==> config.mk <==
export PLATFORM = sky130hd
export DESIGN_NAME = csp_device_flat
export DESIGN_NICKNAME = d
export VERILOG_FILES = /design/src/rtl/csp_pkg.sv /design/src/rtl/csp_if.sv /design/src/rtl/csp_device.sv /design/src/flat_wrapper.sv
export SDC_FILE = /design/constraint.sdc
export NUM_CORES = 1
export LEC_CHECK = 0
export BUFFER_PORTS_ARGS = -buffer_cell sky130_fd_sc_hd__buf_2
export CORE_AREA = 4 4 119 121
export DETAILED_ROUTE_END_ITERATION = 10
export DIE_AREA = 0 0 123 125
export PLACE_DENSITY = 0.61
export SETUP_SLACK_MARGIN = 0.02
export SYNTH_ARGS = -nofsm -noshare
export SYNTH_HDL_FRONTEND = slang
export SYNTH_SLANG_ARGS = --single-unit
==> constraint.sdc <==
create_clock -name clk_sys_i -period 3 [get_ports clk_sys_i]
set_clock_uncertainty 0.2 [all_clocks]
set_input_delay 0 -clock clk_sys_i [delete_from_list [all_inputs] [get_ports clk_sys_i]]
set_output_delay 0 -clock clk_sys_i [all_outputs]
set_load 0.02 [all_outputs]
==> src/rtl/csp_pkg.sv <==
/*
 * Shared constants, field layouts and state encodings of the codec serial port link.
 * Assumes both ends run on clk_sys_i at 125 MHz.
 */
// Functional notes
// - System resyncs enable and reset with flop
// - Cascade output feeds next device input
// - Last device output goes to host
// - All devices share serial clock frequency, phase
// - Host takes serial clock as input
// - Every serial word is 16 bits
// - Each word has its own frame sync
// - Codec drives frame sync of outgoing words
// - Loopback: host sync derived; direct: host drives
// - Sync one clock before word MSB
// - Frame syncs are active high
// - Two sample words every sample period
// - Mixed direct mode takes variable word count
// - Host sends control words before DAC word
// - Loopback control write repeats previous sample
// - Reset enters program mode, no conversions
// - Host sends second codec word first; the device puts the first DAC word of a frame on dac_codec0_o
// - Device count resets 000b, single 001b
package csp_pkg;
	// ************************************************
	// Timing
	// ************************************************
	localparam int CLK_PERIOD_NS = 8;
	localparam int SCLK_HALF_NS  = 64;
	localparam int SCLK_HALF_CYC = (SCLK_HALF_NS + CLK_PERIOD_NS - 1) / CLK_PERIOD_NS;
	localparam logic [2:0] DIV_LAST = 3'(SCLK_HALF_CYC - 1);
	// ************************************************
	// Word and frame layout
	// ************************************************
	localparam int WORD_BITS = 16;
	localparam logic [3:0] LAST_BIT  = 4'(WORD_BITS - 1);
	localparam logic [5:0] SLOT_SYNC0 = 6'h00;
	localparam logic [5:0] SLOT_SYNC1 = 6'(WORD_BITS + 1);
	localparam logic [5:0] SLOT_LAST  = 6'h3f;
	localparam int CW_CTRL_BIT  = 15;
	localparam int CW_ADDR_LSB  = 11;
	localparam int MODE_LSB     = 0;
	localparam int DEVCNT_LSB   = 4;
	localparam logic [2:0] REG_A = 3'h0;
	// ************************************************
	// Modes and reset values
	// ************************************************
	localparam logic [1:0] MODE_PROGRAM = 2'h0;
	localparam logic [1:0] MODE_DATA    = 2'h1;
	localparam logic [1:0] MODE_MIXED   = 2'h3;
	localparam logic [2:0] DEVCNT_RESET  = 3'h0;
	localparam logic [2:0] DEVCNT_SINGLE = 3'h1;
	localparam logic [15:0] WORD_ZERO = 16'h0000;
	typedef enum logic [1:0] {
		CSP_RX_IDLE  = 2'b00,
		CSP_RX_SHIFT = 2'b01
	} csp_rx_state_t;
	typedef enum logic [1:0] {
		CSP_TX_IDLE  = 2'b00,
		CSP_TX_SYNC  = 2'b01,
		CSP_TX_SHIFT = 2'b11
	} csp_tx_state_t;
endpackage : csp_pkg

==> src/rtl/csp_if.sv <==
/*
 * Link between the codec end and the host end.
 * Assumes the bench joins one device to one host; a cascade chains serial_out_line
 * and out_frame_sync of one device into serial_in_line and in_frame_sync of the next.
 */
`timescale 1ns/10ps
interface csp_if;
	logic sclk;
	logic serial_out_line;
	logic out_frame_sync;
	logic serial_in_line;
	logic in_frame_sync;
	logic port_gate_enable;
	logic codec_reset;
	// Device output pair lands on host receive side
	modport dev (
		output sclk,
		output serial_out_line,
		output out_frame_sync,
		input  serial_in_line,
		input  in_frame_sync,
		input  port_gate_enable,
		input  codec_reset
	);
	modport host (
		input  sclk,
		input  serial_out_line,
		input  out_frame_sync,
		output serial_in_line,
		output in_frame_sync,
		output port_gate_enable,
		output codec_reset
	);
endinterface : csp_if

==> src/rtl/csp_device.sv <==
/*
 * Codec end: serial clock divider, framed transmit of two samples per period,
 * framed receive of control and DAC words, mode register.
 * Assumes port_gate_enable and codec_reset come from host flops on clk_sys_i.
 */
`timescale 1ns/10ps
module csp_device (
	input  wire logic        clk_sys_i,
	input  wire logic        sys_rst_i,
	csp_if.dev               link,
	input  wire logic        sync_loopback_mode_i,
	input  wire logic [15:0] adc_codec0_i,
	input  wire logic [15:0] adc_codec1_i,
	output logic      [15:0] dac_codec0_o,
	output logic      [15:0] dac_codec1_o,
	output logic             dac_strobe_o,
	output logic      [15:0] ctrl_word_o,
	output logic             ctrl_strobe_o,
	output logic      [1:0]  mode_o,
	output logic      [2:0]  dev_count_o
);
	// ************************************************
	// Declarations
	// ************************************************
	logic                  rst;
	logic [2:0]            div_q;
	logic [2:0]            div_d;
	logic                  sclk_q;
	logic                  sclk_d;
	logic [5:0]            slot_q;
	logic [5:0]            slot_d;
	logic                  rise;
	logic                  fall;
	logic                  ofs_q;
	logic                  ofs_d;
	logic                  txb_q;
	logic                  txb_d;
	logic [15:0]           txsh_q;
	logic [15:0]           txsh_d;
	logic                  conv;
	logic                  rxb_s1;
	logic                  rxb_s2;
	logic                  ifs_s1;
	logic                  ifs_s2;
	logic                  frame;
	logic [15:0]           word;
	logic                  is_ctrl;
	csp_pkg::csp_rx_state_t rxst_q;
	csp_pkg::csp_rx_state_t rxst_d;
	logic [15:0]           rxsh_q;
	logic [15:0]           rxsh_d;
	logic [3:0]            rxcnt_q;
	logic [3:0]            rxcnt_d;
	logic [1:0]            mode_q;
	logic [1:0]            mode_d;
	logic [2:0]            devcnt_q;
	logic [2:0]            devcnt_d;
	logic [15:0]           ctrlw_q;
	logic [15:0]           ctrlw_d;
	logic                  ctrls_q;
	logic                  ctrls_d;
	logic [15:0]           dac0_q;
	logic [15:0]           dac0_d;
	logic [15:0]           dac1_q;
	logic [15:0]           dac1_d;
	logic                  dacs_q;
	logic                  dacs_d;
	logic                  didx_q;
	logic                  didx_d;

	// Host reset line acts like a second synchronous reset
	assign rst  = sys_rst_i | link.codec_reset;
	assign conv = (mode_q != csp_pkg::MODE_PROGRAM);

	// ************************************************
	// Serial clock and slot counter
	// ************************************************
	// Every device divides the same clock from the same reset, so all phases match
	always_comb begin
		rise   = 1'b0;
		fall   = 1'b0;
		div_d  = div_q + 3'h1;
		sclk_d = sclk_q;
		slot_d = slot_q;
		if (!link.port_gate_enable) begin
			div_d  = 3'h0;
			sclk_d = 1'b0;
			slot_d = csp_pkg::SLOT_LAST;
		end else if (div_q == csp_pkg::DIV_LAST) begin
			div_d  = 3'h0;
			sclk_d = ~sclk_q;
			rise   = ~sclk_q;
			fall   = sclk_q;
			if (!sclk_q) begin
				slot_d = slot_q + 6'h01;
			end
		end
	end

	always_ff @(posedge clk_sys_i) begin
		if (rst) begin
			div_q  <= 3'h0;
			sclk_q <= 1'b0;
			slot_q <= csp_pkg::SLOT_LAST;
		end else begin
			div_q  <= div_d;
			sclk_q <= sclk_d;
			slot_q <= slot_d;
		end
	end

	// ************************************************
	// Transmit
	// ************************************************
	// Outputs change on rising serial clock, the far end samples on falling
	always_comb begin
		ofs_d  = ofs_q;
		txb_d  = txb_q;
		txsh_d = txsh_q;
		if (rise) begin
			ofs_d  = 1'b0;
			txb_d  = txsh_q[csp_pkg::WORD_BITS-1];
			txsh_d = {txsh_q[csp_pkg::WORD_BITS-2:0], 1'b0};
			if (slot_d == csp_pkg::SLOT_SYNC0 || slot_d == csp_pkg::SLOT_SYNC1) begin
				ofs_d  = 1'b1;
				txb_d  = 1'b0;
				if (!conv) begin
					txsh_d = csp_pkg::WORD_ZERO;
				end else if (slot_d == csp_pkg::SLOT_SYNC0) begin
					txsh_d = adc_codec0_i;
				end else begin
					txsh_d = adc_codec1_i;
				end
			end
		end
	end

	always_ff @(posedge clk_sys_i) begin
		if (rst) begin
			ofs_q  <= 1'b0;
			txb_q  <= 1'b0;
			txsh_q <= csp_pkg::WORD_ZERO;
		end else begin
			ofs_q  <= ofs_d;
			txb_q  <= txb_d;
			txsh_q <= txsh_d;
		end
	end

	assign link.sclk            = sclk_q;
	assign link.serial_out_line = txb_q;
	assign link.out_frame_sync  = ofs_q;

	// ************************************************
	// Receive and mode control
	// ************************************************
	always_ff @(posedge clk_sys_i) begin
		if (rst) begin
			rxb_s1 <= 1'b0;
			rxb_s2 <= 1'b0;
			ifs_s1 <= 1'b0;
			ifs_s2 <= 1'b0;
		end else begin
			rxb_s1 <= link.serial_in_line;
			rxb_s2 <= rxb_s1;
			ifs_s1 <= link.in_frame_sync;
			ifs_s2 <= ifs_s1;
		end
	end

	always_comb begin
		frame    = sync_loopback_mode_i ? ofs_q : ifs_s2;
		word     = {rxsh_q[csp_pkg::WORD_BITS-2:0], rxb_s2};
		is_ctrl  = (mode_q == csp_pkg::MODE_PROGRAM) ||
		           (mode_q == csp_pkg::MODE_MIXED && word[csp_pkg::CW_CTRL_BIT]);
		rxst_d   = rxst_q;
		rxsh_d   = rxsh_q;
		rxcnt_d  = rxcnt_q;
		mode_d   = mode_q;
		devcnt_d = devcnt_q;
		ctrlw_d  = ctrlw_q;
		ctrls_d  = 1'b0;
		dac0_d   = dac0_q;
		dac1_d   = dac1_q;
		dacs_d   = 1'b0;
		didx_d   = didx_q;
		if (rise && slot_d == csp_pkg::SLOT_SYNC0) begin
			didx_d = 1'b0;
		end
		if (fall) begin
			case (rxst_q)
				csp_pkg::CSP_RX_IDLE: begin
					if (frame) begin
						rxst_d  = csp_pkg::CSP_RX_SHIFT;
						rxcnt_d = 4'h0;
					end
				end
				csp_pkg::CSP_RX_SHIFT: begin
					rxsh_d  = word;
					rxcnt_d = rxcnt_q + 4'h1;
					if (rxcnt_q == csp_pkg::LAST_BIT) begin
						rxst_d = csp_pkg::CSP_RX_IDLE;
						if (is_ctrl) begin
							ctrlw_d = word;
							ctrls_d = 1'b1;
							if (word[csp_pkg::CW_ADDR_LSB +: 3] == csp_pkg::REG_A) begin
								mode_d   = word[csp_pkg::MODE_LSB +: 2];
								devcnt_d = word[csp_pkg::DEVCNT_LSB +: 3];
							end
						end else if (!didx_q) begin
							dac0_d = word;
							didx_d = 1'b1;
							dacs_d = 1'b1;
						end else begin
							dac1_d = word;
							dacs_d = 1'b1;
						end
					end
				end
				default: begin
					rxst_d = csp_pkg::CSP_RX_IDLE;
				end
			endcase
		end
	end

	// In mixed mode a control word in a DAC slot leaves the DAC holding its old sample; data mode writes every word to the DAC
	always_ff @(posedge clk_sys_i) begin
		if (rst) begin
			rxst_q   <= csp_pkg::CSP_RX_IDLE;
			rxsh_q   <= csp_pkg::WORD_ZERO;
			rxcnt_q  <= 4'h0;
			mode_q   <= csp_pkg::MODE_PROGRAM;
			devcnt_q <= csp_pkg::DEVCNT_RESET;
			ctrlw_q  <= csp_pkg::WORD_ZERO;
			ctrls_q  <= 1'b0;
			dac0_q   <= csp_pkg::WORD_ZERO;
			dac1_q   <= csp_pkg::WORD_ZERO;
			dacs_q   <= 1'b0;
			didx_q   <= 1'b0;
		end else begin
			rxst_q   <= rxst_d;
			rxsh_q   <= rxsh_d;
			rxcnt_q  <= rxcnt_d;
			mode_q   <= mode_d;
			devcnt_q <= devcnt_d;
			ctrlw_q  <= ctrlw_d;
			ctrls_q  <= ctrls_d;
			dac0_q   <= dac0_d;
			dac1_q   <= dac1_d;
			dacs_q   <= dacs_d;
			didx_q   <= didx_d;
		end
	end

	assign dac_codec0_o  = dac0_q;
	assign dac_codec1_o  = dac1_q;
	assign dac_strobe_o  = dacs_q;
	assign ctrl_word_o   = ctrlw_q;
	assign ctrl_strobe_o = ctrls_q;
	assign mode_o        = mode_q;
	assign dev_count_o   = devcnt_q;
endmodule : csp_device

==> src/flat_wrapper.sv <==
// flat-port wrapper written by rule: the top's interface ports become plain ports
module csp_device_flat 
  (clk_sys_i, sys_rst_i, sync_loopback_mode_i, adc_codec0_i, adc_codec1_i, dac_codec0_o, dac_codec1_o, dac_strobe_o, ctrl_word_o, ctrl_strobe_o, mode_o, dev_count_o, link_sclk, link_serial_out_line, link_out_frame_sync, link_serial_in_line, link_in_frame_sync, link_port_gate_enable, link_codec_reset);
  csp_if link_i ();
  input  wire logic clk_sys_i;
  input  wire logic sys_rst_i;
  input  wire logic sync_loopback_mode_i;
  input  wire logic [15:0] adc_codec0_i;
  input  wire logic [15:0] adc_codec1_i;
  output logic      [15:0] dac_codec0_o;
  output logic      [15:0] dac_codec1_o;
  output logic dac_strobe_o;
  output logic      [15:0] ctrl_word_o;
  output logic ctrl_strobe_o;
  output logic      [1:0] mode_o;
  output logic      [2:0] dev_count_o;
  output wire logic [$bits(link_i.sclk)-1:0] link_sclk;
  output wire logic [$bits(link_i.serial_out_line)-1:0] link_serial_out_line;
  output wire logic [$bits(link_i.out_frame_sync)-1:0] link_out_frame_sync;
  input wire logic [$bits(link_i.serial_in_line)-1:0] link_serial_in_line;
  input wire logic [$bits(link_i.in_frame_sync)-1:0] link_in_frame_sync;
  input wire logic [$bits(link_i.port_gate_enable)-1:0] link_port_gate_enable;
  input wire logic [$bits(link_i.codec_reset)-1:0] link_codec_reset;
  assign link_sclk = link_i.sclk;
  assign link_serial_out_line = link_i.serial_out_line;
  assign link_out_frame_sync = link_i.out_frame_sync;
  assign link_i.serial_in_line = link_serial_in_line;
  assign link_i.in_frame_sync = link_in_frame_sync;
  assign link_i.port_gate_enable = link_port_gate_enable;
  assign link_i.codec_reset = link_codec_reset;
  csp_device u_core (.clk_sys_i(clk_sys_i), .sys_rst_i(sys_rst_i), .link(link_i), .sync_loopback_mode_i(sync_loopback_mode_i), .adc_codec0_i(adc_codec0_i), .adc_codec1_i(adc_codec1_i), .dac_codec0_o(dac_codec0_o), .dac_codec1_o(dac_codec1_o), .dac_strobe_o(dac_strobe_o), .ctrl_word_o(ctrl_word_o), .ctrl_strobe_o(ctrl_strobe_o), .mode_o(mode_o), .dev_count_o(dev_count_o));
endmodule
==> out/summary.json <==
{
  "logic_synthesis": {
    "gate_count_of_the_mapped_netlist": 505,
    "synth_nets": 548,
    "number_of_synthesized_flops_with_an_enable_pin": 0,
    "synth-warning-count": 0,
    "synth_seq_cells": 108,
    "synthDistinctLibCells": 44,
    "post_synth_instance_area_um2": 4500,
    "ys_dominant_reg_cell": "sky130_fd_sc_hd__dfxtp_1",
    "synth_sequential_area_ratio_pct": 48.1,
    "synthesis.area_per_instance_um2": 8.91,
    "async_flop_share_pct": 0
  },
  "clock_tree": {
    "clock_path_buffers": 2,
    "clock_tree.root_cell": "sky130_fd_sc_hd__clkbuf_16",
    "clkLatencyLatePin_ns": 0.34,
    "tritoncts.num_buffers": 9,
    "post_cts_buffers": 0,
    "numClockSinks": 108,
    "cts_tree": "done",
    "clock_tree.htree_level_count": 3,
    "clk_pin_slew_worst_paths_ns": 0.07
  },
  "die": {
    "chipHeight_um": 125,
    "die-width_um": 123,
    "floorplan.die_area_um2": 15400,
    "placementRows": 42,
    "num_io_pins": 97,
    "initial_core_util_pct": 34.4,
    "core_region_area_um2": 13100
  },
  "sta": {
    "post-route-period-util_pct": 91.3,
    "hold_slack_ns": 0.224,
    "timing_limited_maximum_frequency_ghz": 0.365,
    "fin_crit_ns": 2.74,
    "final-max-slew-violation-count": 0,
    "worst_slew_pin_slew_ns": 0.994,
    "final_critical_path_setup_slack_ns": 0.262,
    "timing.final.setup_violations": 0,
    "max-slew-margin-rel_pct": 33.7,
    "fin_setup_tns_ns": 0,
    "grt_setup_unrepaired": "no",
    "hold_violations": 0
  },
  "drt": {
    "met3_length_um": 763,
    "routed_via_density": 4.89,
    "met1_length_um": 5170,
    "vias": 3950,
    "highest_layer": "met4",
    "final_antenna_net_count": 0,
    "dr.pass1.iters": 4,
    "post-route-drc-count": 0,
    "met2WireLength_um": 5600,
    "routed_wl_um": 11700,
    "wire_per_inst_um": 14.4,
    "detailedRoute.firstIterationViolations": 172
  },
  "flow_run": {
    "maxCapViolations": 0
  },
  "placed_design": {
    "dpl_cell_area_um2": 5120,
    "port-buffer-count": 96,
    "detailedPlace.worstSlack_ns": 0.201,
    "detailed_place_hpwl_um": 7860,
    "gp_congestion": 0.780
  },
  "grt": {
    "grt_antenna_before_repair": 0,
    "global_route.usage.total_pct": 15.7,
    "grt_first_pass_wirelength_um": 19700,
    "grt_overflow": 0,
    "vias_in_the_first_global_route": 3953,
    "grt_max_degree": 53
  },
  "cells_and_area": {
    "antenna_cells_inserted": 0,
    "final_area_um2": 5830,
    "most_frequent_cells_in_the_layout": "sky130_fd_sc_hd__dfxtp_1, sky130_fd_sc_hd__buf_2, sky130_fd_sc_hd__nand2_1",
    "leading_cell_type_in_the_layout_fill_and_taps_excluded": "sky130_fd_sc_hd__dfxtp_1",
    "area_delta_synth_final_pct": 29.5,
    "drive_gt1_share_pct": 22.8,
    "nets": 671
  },
  "worst_setup_path": {
    "setup.worst_path.class": "register to register",
    "crit_required_ns": 3.01,
    "cp_max_fo": 17,
    "timing.reg2reg.worst_path_depth": 9,
    "setup.worst_path.end_class": "register",
    "timing.critical_path.arrival_ns": 2.74,
    "critPathLaunchType": "register"
  },
  "pwr": {
    "comb_power_share_pct": 3.9,
    "power.switching_fraction_pct": 20.7,
    "vdd_ir_drop_max_uv": 288,
    "power.switching_mw": 0.561,
    "p_int_mw": 2.14,
    "clock_power_share_pct": 43.0,
    "power_density_cells_nw_per_um2": 464,
    "fin_total_pwr_mw": 2.70,
    "seq_power_share_pct": 53.1,
    "leakage_nw": 2.47
  },
  "worst_hold_path": {
    "hold_class": "register to register",
    "hold_path_depth": 1
  },
  "status": {
    "outcome": "finished, final reports clean"
  }
}
layout make-up:
class                   instances  area (um^2)
fillers                      1275         7260
flip-flops and latches        108         2160
clock inverters                 5         61.3
multi-input cells             360         2160
repair buffers                149          991
clock buffers                  10          229
well taps                     176          220
metrics by stage:
| stage | instances | util, % |
|---|---|---|
| 3_3_place_gp | 753 | 39.2 |
| 2_1_floorplan | 505 | - |
| 4_1_cts | 808 | 44.4 |
| 6_report | 808 | 44.5 |
| 5_1_grt | 808 | 44.5 |
| 3_5_place_dp | 753 | 39.2 |
critical path: stages, from the launching register on:
cell and delay [ns]:
sky130_fd_sc_hd__dfxtp_1 0.33, sky130_fd_sc_hd__ha_1 0.15, sky130_fd_sc_hd__ha_2 0.30, sky130_fd_sc_hd__nor2b_1 0.33, sky130_fd_sc_hd__a41oi_4 0.17, sky130_fd_sc_hd__o311ai_4 0.33, sky130_fd_sc_hd__or3_1 0.20, sky130_fd_sc_hd__buf_12 0.18
sky130_fd_sc_hd__mux2i_1 0.32, sky130_fd_sc_hd__o31ai_2 0.09
power groups by stage:
| stage | Combinational [mW] | Clock [mW] | Sequential, mW |
|---|---|---|---|
| 5_1_grt | 0.115 | 1.25 | 1.44 |
| 3_5_place_dp | 0.0638 | 0 | 1.47 |
| 6_report | 0.105 | 1.16 | 1.44 |
| 4_1_cts | 0.102 | 1.19 | 1.44 |
| 2_1_floorplan | 0.0310 | 0 | 1.47 |
| 3_3_place_gp | 0.0625 | 0 | 1.47 |
timing repair:
item,CTS,global route
hold buffers,40,0
endpoints found under the setup margin,0,26
gates resized for setup,0,2
hold endpoints to repair,33,0
cells in the mapped netlist (2+ instances only):
master                       n  area, um^2
sky130_fd_sc_hd__a21oi_1    56         280
sky130_fd_sc_hd__buf_2       6        30.0
sky130_fd_sc_hd__and2_1      5        31.3
sky130_fd_sc_hd__nor2_1     39         146
sky130_fd_sc_hd__xor2_1      3        26.3
sky130_fd_sc_hd__o21ai_2     2        17.5
sky130_fd_sc_hd__ha_1        4        50.1
sky130_fd_sc_hd__o21ai_1     3        15.0
sky130_fd_sc_hd__clkbuf_1   25        93.8
sky130_fd_sc_hd__o31ai_2     9         113
sky130_fd_sc_hd__or2_2       2        12.5
sky130_fd_sc_hd__nand4_1     3        18.8
sky130_fd_sc_hd__a21o_1     15         113
sky130_fd_sc_hd__o31ai_1     6        45.0
sky130_fd_sc_hd__or3_1       3        18.8
sky130_fd_sc_hd__buf_4       2        15.0
sky130_fd_sc_hd__xnor2_1     2        17.5
sky130_fd_sc_hd__nand2b_1    4        25.0
sky130_fd_sc_hd__o21ai_0    33         165
sky130_fd_sc_hd__dfxtp_1   108        2160
sky130_fd_sc_hd__nor3_1      3        15.0
sky130_fd_sc_hd__and4_1      2        17.5
sky130_fd_sc_hd__nor3b_1     2        15.0
sky130_fd_sc_hd__mux2i_1    39         390
sky130_fd_sc_hd__buf_6       2        22.5
sky130_fd_sc_hd__nand2_1    89         334
sky130_fd_sc_hd__nand3b_1    2        15.0
sky130_fd_sc_hd__nand3_1    20         100
metal layers:
| metal | vias to the layer above | global-route usage [%] |
|---|---|---|
| li1 | 1997 | - |
| met1 | 1823 | 20.7 |
| met2 | 118 | 26.2 |
| met3 | 12 | 3.84 |
| met4 | 0 | 3.00 |
| met5 | - | 0 |
path summary, 6_finish.rpt:
kind                  endpoint            start  slack (ns)
max reg2reg  u_core.txsh_q[14]  u_core.div_q[0]        0.26
min reg2reg      u_core.ifs_s2    u_core.ifs_s1        0.22
min              u_core.ifs_s2    u_core.ifs_s1        0.22
max          u_core.txsh_q[14]  u_core.div_q[0]        0.26
state kept, by name (all words and copies together), names as in the netlist:
| register | cells |
|---|---|
| u_core.rxcnt_q | 4 |
| u_core.rxb_s1 | 1 |
| u_core.link.serial_out_line | 1 |
| u_core.ctrl_strobe_o | 1 |
| u_core.ifs_s2 | 1 |
| u_core.dac_codec0_o | 16 |
| u_core.txsh_q | 16 |
| u_core.rxst_q | 1 |
| u_core.div_q | 3 |
| u_core.didx_q | 1 |
| u_core.rxsh_q | 15 |
| u_core.link.out_frame_sync | 1 |
| u_core.link.sclk | 1 |
| u_core.dev_count_o | 3 |
| u_core.dac_codec1_o | 16 |
| u_core.dac_strobe_o | 1 |
| u_core.rxb_s2 | 1 |
| u_core.ifs_s1 | 1 |
| u_core.mode_o | 2 |
| u_core.ctrl_word_o | 16 |
| u_core.slot_q | 6 |
logic make-up after synthesis:
kind of cell / share of synthesized area [%]
buffers and inverters: 4.12
AOI/OAI and AO/OA: 18.9
DFF: 48.1
and+or+nand+nor: 18.2
adders and majority gates: 1.11
xor gates and xnor gates: 0.973
muxes: 8.68
Note: power is estimated with default switching activity, not from simulation.
